===== src/hdl/ien_pkg.sv =====
// shared constants and types of the interrupt entry and nesting controller
package ien_pkg;
  // register byte offsets
  localparam logic [7:0] IEN_ADDR_CTRL = 8'h00;
  localparam logic [7:0] IEN_ADDR_FLAG = 8'h04;
  localparam logic [7:0] IEN_ADDR_ENABLE = 8'h08;
  localparam logic [7:0] IEN_ADDR_PRIO = 8'h0c;
  localparam logic [7:0] IEN_ADDR_STATUS = 8'h10;
  // control register fields
  localparam int IEN_NEST_DIS_BIT = 15;
  localparam int IEN_POL_LSB = 0;
  // status register fields
  localparam int IEN_CPU_PRI_LSB = 5;
  localparam int IEN_EXT_BIT = 8;
  localparam int IEN_STATE_LSB = 9;
  localparam int IEN_ACT_ID_LSB = 16;
  // counts and levels
  localparam int IEN_NUM_EXT = 5;
  localparam int IEN_PRI_W = 3;
  localparam logic [2:0] IEN_LEVEL_MAX = 3'h7;
  localparam logic [2:0] IEN_LEVEL_OFF = 3'h0;
  localparam logic [2:0] IEN_CPU_PRI_RST = 3'h0;
  localparam logic [4:0] IEN_POL_RST = 5'h00;
  localparam int IEN_ENTRY_CYCLES = 4;
  localparam int IEN_RET_CYCLES = 3;

  // entry and return sequencer states
  typedef enum logic [2:0] {
    IEN_ST_IDLE = 3'b000,
    IEN_ST_E2 = 3'b001,
    IEN_ST_E3 = 3'b010,
    IEN_ST_E4 = 3'b011,
    IEN_ST_R1 = 3'b100,
    IEN_ST_R2 = 3'b101,
    IEN_ST_R3 = 3'b110
  } ien_state_t;

  // one stack frame: program counter, status low byte, extension bit
  typedef struct packed {
    logic [23:0] pc;
    logic [7:0] status_low_byte;
    logic priority_extension_bit;
  } ien_frame_t;

  // apb request as seen by the slave
  typedef struct packed {
    logic psel;
    logic penable;
    logic pwrite;
    logic [7:0] paddr;
    logic [31:0] pwdata;
  } ien_apb_req_t;
endpackage : ien_pkg


===== src/hdl/ien_ctrl.sv =====
// interrupt controller: sampling, priority, entry, return, wake, edges
`timescale 1ns/1ps
module ien_ctrl
  import ien_pkg::*;
#(
  parameter int NSRC = 8,
  parameter logic [23:0] VEC_BASE = 24'h000020
)(
  input wire logic pclk,
  input wire logic presetn,
  input wire logic psel,
  input wire logic penable,
  input wire logic pwrite,
  input wire logic [7:0] paddr,
  input wire logic [31:0] pwdata,
  output logic [31:0] prdata,
  output logic pready,
  output logic pslverr,
  input wire logic [IEN_NUM_EXT-1:0] ext_pin,
  input wire logic [NSRC-1:0] periph_event,
  input wire logic core_instr_done,
  input wire logic core_asleep,
  input wire logic return_from_interrupt_instruction_req,
  input wire logic [23:0] core_pc,
  input wire logic [7:0] core_status_low_byte,
  input wire logic [23:0] isr_addr,
  input wire ien_frame_t pop_frame,
  output logic irq,
  output logic wake,
  output logic adc_trig,
  output logic stack_push,
  output ien_frame_t push_frame,
  output logic stack_pop,
  output logic pc_load,
  output logic [23:0] pc_value,
  output logic [2:0] cpu_priority_field,
  output logic priority_extension_bit
);
  ////////////////////////////////////////////////////////////////////////
  // state
  ien_state_t state_ff;
  ien_state_t nxt_state;
  logic nest_dis_ff;
  logic [IEN_NUM_EXT-1:0] pol_ff;
  logic [IEN_NUM_EXT-1:0] pin_prev_ff;
  logic prev_ok_ff;
  logic [NSRC-1:0] flag_ff;
  logic [NSRC-1:0] enable_ff;
  logic [NSRC*IEN_PRI_W-1:0] prio_ff;
  logic [2:0] cpu_pri_ff;
  logic ext_ff;
  logic [3:0] act_id_ff;
  logic [2:0] act_pri_ff;
  ien_frame_t buf_ff;
  logic [31:0] prdata_ff;
  logic pready_ff;
  logic pslverr_ff;
  logic irq_ff;
  logic wake_ff;
  logic adc_trig_ff;
  logic stack_push_ff;
  ien_frame_t push_frame_ff;
  logic stack_pop_ff;
  logic pc_load_ff;
  logic [23:0] pc_value_ff;
  ien_apb_req_t req;
  logic [IEN_NUM_EXT-1:0] ext_edge;
  logic [NSRC-1:0] flag_set;
  logic [NSRC-1:0] pend;
  logic [NSRC-1:0] wake_vec;
  logic [NSRC-1:0] above;
  logic [2:0] best_pri;
  logic [3:0] best_id;
  logic go;
  logic wr_en;
  logic wr_flag;
  logic wr_status;

  assign req = '{psel, penable, pwrite, paddr, pwdata};
  assign wr_en = req.psel && req.penable && req.pwrite && pready_ff;
  assign wr_flag = wr_en && (req.paddr == IEN_ADDR_FLAG);
  assign wr_status = wr_en && (req.paddr == IEN_ADDR_STATUS);

  ////////////////////////////////////////////////////////////////////////
  // external edge detectors, flags and arbitration
  genvar g;
  generate
    for (g = 0; g < NSRC; g++)
    begin : gen_src
      if (g < IEN_NUM_EXT)
      begin : gen_ext
        // polarity one selects falling edge; no edge before a first sample
        assign ext_edge[g] = prev_ok_ff && (pol_ff[g] ?
          (pin_prev_ff[g] && !ext_pin[g]) :
          (!pin_prev_ff[g] && ext_pin[g]));
        assign flag_set[g] = ext_edge[g] || periph_event[g];
      end
      else
      begin : gen_per
        assign flag_set[g] = periph_event[g];
      end
      assign pend[g] = flag_ff[g] && enable_ff[g];
      assign wake_vec[g] = pend[g] &&
        (prio_ff[g*IEN_PRI_W +: IEN_PRI_W] != IEN_LEVEL_OFF);
      // per-source check against the level, free of the arbitration
      assign above[g] = pend[g] &&
        ({1'b0, prio_ff[g*IEN_PRI_W +: IEN_PRI_W]} >
         {ext_ff, cpu_pri_ff});
    end
  endgenerate

  always_comb
  begin
    best_pri = IEN_LEVEL_OFF;
    best_id = 4'h0;
    for (int i = NSRC - 1; i >= 0; i--)
    begin
      // scanning downward with >= leaves the lowest vector on a tie
      if (pend[i] && (prio_ff[i*IEN_PRI_W +: IEN_PRI_W] >= best_pri) &&
          (prio_ff[i*IEN_PRI_W +: IEN_PRI_W] != IEN_LEVEL_OFF))
      begin
        best_pri = prio_ff[i*IEN_PRI_W +: IEN_PRI_W];
        best_id = 4'(i);
      end
    end
  end

  // strict compare against the four-bit effective level
  assign go = ({1'b0, best_pri} > {ext_ff, cpu_pri_ff}) &&
              (best_pri != IEN_LEVEL_OFF);

  always_ff @(posedge pclk or negedge presetn)
  begin
    if (!presetn)
    begin
      pin_prev_ff <= '0;
      prev_ok_ff <= 1'b0;
    end
    else
    begin
      pin_prev_ff <= ext_pin;
      prev_ok_ff <= 1'b1;
    end
  end

  always_ff @(posedge pclk or negedge presetn)
  begin
    if (!presetn)
      flag_ff <= '0;
    else if (wr_flag)
      flag_ff <= (flag_ff & ~req.pwdata[NSRC-1:0]) | flag_set;
    else
      flag_ff <= flag_ff | flag_set;
  end

  always_ff @(posedge pclk or negedge presetn)
  begin
    if (!presetn)
    begin
      irq_ff <= 1'b0;
      wake_ff <= 1'b0;
      adc_trig_ff <= 1'b0;
    end
    else
    begin
      irq_ff <= go;
      wake_ff <= core_asleep && (|wake_vec);
      adc_trig_ff <= ext_edge[0];
    end
  end

  ////////////////////////////////////////////////////////////////////////
  // entry and return sequencer
  always_comb
  begin
    nxt_state = state_ff;
    case (state_ff)
      IEN_ST_IDLE:
        if (go)
          nxt_state = IEN_ST_E2;
        else if (return_from_interrupt_instruction_req)
          nxt_state = IEN_ST_R1;
      IEN_ST_E2:
        if (core_instr_done)
          nxt_state = IEN_ST_E3;
      IEN_ST_E3:
        nxt_state = IEN_ST_E4;
      IEN_ST_E4:
        nxt_state = IEN_ST_IDLE;
      IEN_ST_R1:
        nxt_state = IEN_ST_R2;
      IEN_ST_R2:
        nxt_state = IEN_ST_R3;
      IEN_ST_R3:
        nxt_state = IEN_ST_IDLE;
      default:
        nxt_state = IEN_ST_IDLE;
    endcase
  end

  always_ff @(posedge pclk or negedge presetn)
  begin
    if (!presetn)
      state_ff <= IEN_ST_IDLE;
    else
      state_ff <= nxt_state;
  end

  always_ff @(posedge pclk or negedge presetn)
  begin
    if (!presetn)
    begin
      act_id_ff <= 4'h0;
      act_pri_ff <= IEN_LEVEL_OFF;
    end
    else if (state_ff == IEN_ST_IDLE && go)
    begin
      act_id_ff <= best_id;
      act_pri_ff <= best_pri;
    end
  end

  // second entry cycle: temporary buffer, vector address load
  always_ff @(posedge pclk or negedge presetn)
  begin
    if (!presetn)
      buf_ff <= '0;
    else if (state_ff == IEN_ST_E2)
      buf_ff <= '{core_pc, core_status_low_byte, ext_ff};
  end

  always_ff @(posedge pclk or negedge presetn)
  begin
    if (!presetn)
    begin
      stack_push_ff <= 1'b0;
      push_frame_ff <= '0;
    end
    else
    begin
      stack_push_ff <= (state_ff == IEN_ST_E3);
      if (state_ff == IEN_ST_E3)
        push_frame_ff <= buf_ff;
    end
  end

  always_ff @(posedge pclk or negedge presetn)
  begin
    if (!presetn)
      stack_pop_ff <= 1'b0;
    else
      stack_pop_ff <= (nxt_state == IEN_ST_R1) ||
                      (nxt_state == IEN_ST_R2);
  end

  always_ff @(posedge pclk or negedge presetn)
  begin
    if (!presetn)
    begin
      pc_load_ff <= 1'b0;
      pc_value_ff <= '0;
    end
    else
    begin
      pc_load_ff <= 1'b0;
      case (state_ff)
        IEN_ST_E2:
          if (core_instr_done)
          begin
            pc_load_ff <= 1'b1;
            pc_value_ff <= VEC_BASE + 24'({act_id_ff, 1'b0});
          end
        IEN_ST_E3:
        begin
          pc_load_ff <= 1'b1;
          pc_value_ff <= isr_addr;
        end
        IEN_ST_R1:
          pc_value_ff[23:16] <= pop_frame.pc[23:16];
        IEN_ST_R2:
        begin
          pc_load_ff <= 1'b1;
          pc_value_ff[15:0] <= pop_frame.pc[15:0];
        end
        default:
          pc_load_ff <= 1'b0;
      endcase
    end
  end

  // cpu level: entry write, return restore, software write
  always_ff @(posedge pclk or negedge presetn)
  begin
    if (!presetn)
    begin
      cpu_pri_ff <= IEN_CPU_PRI_RST;
      ext_ff <= 1'b0;
    end
    else if (state_ff == IEN_ST_E4)
      cpu_pri_ff <= nest_dis_ff ? IEN_LEVEL_MAX : act_pri_ff;
    else if (state_ff == IEN_ST_R1)
    begin
      cpu_pri_ff <= pop_frame.status_low_byte[7:5];
      ext_ff <= pop_frame.priority_extension_bit;
    end
    else if (wr_status)
    begin
      if (!nest_dis_ff)
        cpu_pri_ff <= req.pwdata[IEN_CPU_PRI_LSB +: 3];
      if (!req.pwdata[IEN_EXT_BIT])
        ext_ff <= 1'b0;
    end
  end

  ////////////////////////////////////////////////////////////////////////
  // apb slave: one wait-free access phase
  always_ff @(posedge pclk or negedge presetn)
  begin
    if (!presetn)
    begin
      nest_dis_ff <= 1'b0;
      pol_ff <= IEN_POL_RST;
      enable_ff <= '0;
      prio_ff <= '0;
    end
    else if (wr_en)
    begin
      case (req.paddr)
        IEN_ADDR_CTRL:
        begin
          nest_dis_ff <= req.pwdata[IEN_NEST_DIS_BIT];
          pol_ff <= req.pwdata[IEN_POL_LSB +: IEN_NUM_EXT];
        end
        IEN_ADDR_ENABLE:
          enable_ff <= req.pwdata[NSRC-1:0];
        IEN_ADDR_PRIO:
          prio_ff <= req.pwdata[NSRC*IEN_PRI_W-1:0];
        default:
          nest_dis_ff <= nest_dis_ff;
      endcase
    end
  end

  always_ff @(posedge pclk or negedge presetn)
  begin
    if (!presetn)
    begin
      pready_ff <= 1'b0;
      pslverr_ff <= 1'b0;
      prdata_ff <= '0;
    end
    else
    begin
      pready_ff <= req.psel && !req.penable;
      pslverr_ff <= 1'b0;
      prdata_ff <= '0;
      if (req.psel && !req.penable)
      begin
        case (req.paddr)
          IEN_ADDR_CTRL:
          begin
            prdata_ff[IEN_NEST_DIS_BIT] <= nest_dis_ff;
            prdata_ff[IEN_POL_LSB +: IEN_NUM_EXT] <= pol_ff;
          end
          IEN_ADDR_FLAG:
            prdata_ff[NSRC-1:0] <= flag_ff;
          IEN_ADDR_ENABLE:
            prdata_ff[NSRC-1:0] <= enable_ff;
          IEN_ADDR_PRIO:
            prdata_ff[NSRC*IEN_PRI_W-1:0] <= prio_ff;
          IEN_ADDR_STATUS:
          begin
            prdata_ff[IEN_CPU_PRI_LSB +: 3] <= cpu_pri_ff;
            prdata_ff[IEN_EXT_BIT] <= ext_ff;
            prdata_ff[IEN_STATE_LSB +: 3] <= state_ff;
            prdata_ff[IEN_ACT_ID_LSB +: 4] <= act_id_ff;
          end
          default:
            pslverr_ff <= 1'b1;
        endcase
      end
    end
  end

  assign prdata = prdata_ff;
  assign pready = pready_ff;
  assign pslverr = pslverr_ff;
  assign irq = irq_ff;
  assign wake = wake_ff;
  assign adc_trig = adc_trig_ff;
  assign stack_push = stack_push_ff;
  assign push_frame = push_frame_ff;
  assign stack_pop = stack_pop_ff;
  assign pc_load = pc_load_ff;
  assign pc_value = pc_value_ff;
  assign cpu_priority_field = cpu_pri_ff;
  assign priority_extension_bit = ext_ff;
endmodule : ien_ctrl


===== config.mk =====
export PLATFORM = sky130hd
export DESIGN_NAME = ien_ctrl
export DESIGN_NICKNAME = d
export VERILOG_FILES = /design/src/hdl/ien_pkg.sv /design/src/hdl/ien_ctrl.sv
export SDC_FILE = /design/constraint.sdc
export NUM_CORES = 1
export LEC_CHECK = 0
export BUFFER_PORTS_ARGS = -buffer_cell sky130_fd_sc_hd__buf_2
export CORE_UTILIZATION = 45
export CTS_BUF_LIST = sky130_fd_sc_hd__clkbuf_16
export DETAILED_ROUTE_END_ITERATION = 7
export GPL_ROUTABILITY_DRIVEN = 0
export PLACE_DENSITY = 0.82
export REMOVE_ABC_BUFFERS = 1
export SYNTH_ARGS = -nofsm -noshare
export SYNTH_HDL_FRONTEND = slang
export SYNTH_SLANG_ARGS = --single-unit

===== constraint.sdc =====
create_clock -name pclk -period 12.6 [get_ports pclk]
set_clock_uncertainty 0.1 [all_clocks]
set_input_delay 2.52 -clock pclk [delete_from_list [all_inputs] [get_ports pclk]]
set_output_delay 2.52 -clock pclk [all_outputs]
set_load 0.005 [all_outputs]

==> impl_results.md <==
* Status: finished, violations left
* Violated checks: design-rule violations
* Leakage power at roughly 5.3 nW
* CP max FO at 6
* Design Area, Final at 10,900 sq um
* GRT Total Usage at 23.2%
* Post-synthesis sequential area ratio at 52.6%
* GR Util met1 at between 20% and 30%
* CTS root buf: clkbuf_16
* Sequential Area at 4680 sq um
* Drt total wl at ~23 mm
* Post-synthesis simple-gate area fraction at 9.40%
* Number of antenna violations at the first check in global routing at 3
* Final Critical Period at approximately 12 ns
* Hold Crit Depth at 1
* Row cnt at 51
* Pre-CTS setup slack at 0.422 ns
* Crit. End Element: flop
* Clk pin slew, worst setup/hold paths at 0.08 ns
* Via count at a little over 7,000
* GR Util met2 at approximately two fifths
* Grt total ovfl at 0
* Synth unique cells at 81
* WP depth at 55
* Most frequent CP cell: ha_1
* Clock sink count at 187
* Hold Vio Cnt, Final at 0
* CP max-delay cell: dfrtp_1
* DIE AREA at around 20,000 sq um
* Buf+Inv Stages, Crit Path at 3
* Final setup fails at 0
* Core outline area at between 15,000 and 20,000 sq um
* Finished Layout Cells at about 1,300
* Placed Cells at 1,241
* Asr flop ratio synth at 100%
* Final TNS setup at 0 ns
* Die Ht at roughly 140 microns
* Initial Utilization at 45.9%
* Slew margin rel. at 20.5%
* GR Util met3 at roughly 9%
* FMAX at 0.0842 GHz
* Clock buffer depth at 2
* I/O pins at around 250
* # port buffers at 229
* Compound-Gate Fraction of Synth Area at ~16%
* Top cell family by delay on the critical path: compound AO/OA/AOI/OAI gates
* Hold Crit Class: reg -> reg
* Routed Antenna Nets at 0
* Critical path type: reg -> reg
* Vias/cell at 5.64
* DRC at 1
* Clk_lat worst skew at 0.44 ns
* Pwr Total at 1.90 mW
* Critical Path Max Stage Delay at 0.45 ns
* FF-to-FF path depth at 55
* Period utilisation layout at 94.3%
* Synth Area per Inst at 11.5 sq um
* Initial detailed-routing violation count at roughly 580
* Fin worst setup slack at 0.719 ns
* TritonCTS clock tree: built
* Share of layout cells above drive strength 1 at 39.5%
* Largest family of logic cells by synthesized area: multiplexers
* Post-synth top flop: dfrtp_1
* Vias in the first global route at 7,066
* Post-layout util at 56.3%
* Critical Path RT at 12.83 ns
* Multiplexer share of the synthesized area at 15.8%
* Hold slack final at about 0.40 ns
* Synthesized area at 8890 sq um
* DR WL/cell at between 15 and 20 microns
* Worst-Margin Slew at around 1.2 ns
* DRT Pass-1 Iters at 8
* Ys Warns at 0
* Largest net degree at the start of global routing at 113
* PwrDens at roughly 170 nW/um^2
* Xor/xnor cell area share of the yosys netlist at 0.0985%
* Layout Nets at 1,161
* MaxCap Viol Count at 0
* Cell count after synthesis at 776
* Post-Synth Adder-Cell Area at 2.35%
* Cts bufs inserted at 17
* First-pass GRT wire length at approximately 36 mm
* Yosys reg bits at 187
* H-tree levels at 4
* Final Max Slew Viols at 0
* Post-synth EDFFs at 0
* DP HPWL at 16.6 mm
* Width of the die at ~140 microns
* Arr. time, crit path at roughly 12 ns
* Fill cell count at 1,660
* CP Launch Type: flop
* VDD IR max at roughly 0.12 mV
* Total cell area at the placement stage at ~10,000 sq um
* Busiest layer in global routing: met2
* Area occupied by multi-input gates at a little under 4000 sq um
* Area growth syn-to-layout at 22.8%
-- path summary, 6_finish.rpt --
kind	start	end	slack, ns
worst max register to register	enable_ff[7]$_DFFE_PN0P_	act_pri_ff[1]$_DFFE_PN0P_	0.72
worst min-delay path	buf_ff[22]$_DFFE_PN0N_	buf_ff[22]$_DFFE_PN0N_	0.40
worst max-delay path	enable_ff[7]$_DFFE_PN0P_	act_pri_ff[1]$_DFFE_PN0P_	0.72
max in group asynchronous	presetn	push_frame[27]$_DFFE_PN0P_	8.79
min in group asynchronous	presetn	enable_ff[1]$_DFFE_PN0P_	2.10
worst min register to register	buf_ff[22]$_DFFE_PN0N_	buf_ff[22]$_DFFE_PN0N_	0.40
-- cells by family (layout without fill, tap and decap cells) --
group,Yosys count,count (layout)
adder cells (fa/ha/maj),17,17
AND/OR/NAND/NOR,176,176
XOR/XNOR,1,1
flip-flops,187,187
other,2,10
multiplexers,126,126
AO/OA/AOI/OAI,178,178
buffers and inverters,89,315
-- repair_timing --
action | in CTS | in global routing
buffers inserted | 0 | 1
hold buffers | 0 | 0
resized for setup | 0 | 10
setup endpoints to repair | 0 | 7
-- cells in the final DEF, fill, tap and decap left out, drive strengths merged, types with 4 or more instances in the layout --
cell type / synthesis / routed
buf: 12 / 233
dfrtp: 187 / 187
mux2: 109 / 109
inv: 48 / 57
nor2: 54 / 54
nand2: 47 / 47
o21ai: 31 / 31
a222oi: 23 / 23
a21oi: 23 / 23
clkbuf: 28 / 18
mux2i: 17 / 17
ha: 15 / 15
nand3: 14 / 14
nor3: 12 / 12
and3: 11 / 11
a22oi: 11 / 11
a31oi: 10 / 10
nand2b: 9 / 9
conb: 2 / 9
o22a: 9 / 9
o311ai: 7 / 7
a22o: 6 / 6
clkinv: 1 / 6
nor2b: 5 / 5
a21o: 5 / 5
nand4: 5 / 5
o211ai: 5 / 5
o31a: 5 / 5
o311a: 4 / 4
a221o: 4 / 4
-- cell usage after synthesis, drive strengths merged, types with 14 or more instances --
cell type	number	area share (%)
dfrtp	187	53
mux2	109	14
nor2	54	2.3
inv	48	2.1
nand2	47	2.0
o21ai	31	1.8
clkbuf	28	1.2
a21oi	23	1.3
a222oi	23	2.6
mux2i	17	1.9
ha	15	2.1
nand3	14	0.79
-- cell type report --
class                   count  share of cell area [%]
flip-flops and latches    187                    42.8
multi-input cells         507                    35.9
repair buffers            234                    10.9
clock buffers              17                    3.90
well taps                 265                    3.04
inverters                  49                    1.71
clock inverters            15                    1.68
diodes                      1                  0.0229
-- flip-flops by register name, summed over array words and instances (netlist names), 3 cells and up --
register and count:
cpu_priority_field 3, prio_ff 24, flag_ff 8, prdata 24, buf_ff 33, enable_ff 8
pin_prev_ff 5, act_id_ff 3, push_frame 33, act_pri_ff 3, state_ff 3, pc_value 24
pol_ff 5
-- worst register-to-register path: cells and delay by family (launching register included) --
kind | cells | cell delay, ns
buffers and inverters | 3 | 0.19
adder cells (fa/ha/maj) | 10 | 2.97
AO/OA/AOI/OAI | 20 | 3.95
AND/OR/NAND/NOR | 18 | 2.75
multiplexers | 4 | 1.33
flip-flops | 1 | 0.45
-- where the power goes --
group	switching, mW	internal, mW	leakage, nW
Sequential	0.107	0.759	2.37
Combinational	0.237	0.256	2.66
Clock	0.272	0.272	0.295
-- per-layer routing --
metal / routed length [microns] / up-vias
met4: 426 / 4
met5: 23 / -
met2: 11100 / 340
met1: 9170 / 3513
met3: 2250 / 35
li1: - / 3301
No activity file was read; power rests on OpenSTA's default activity.
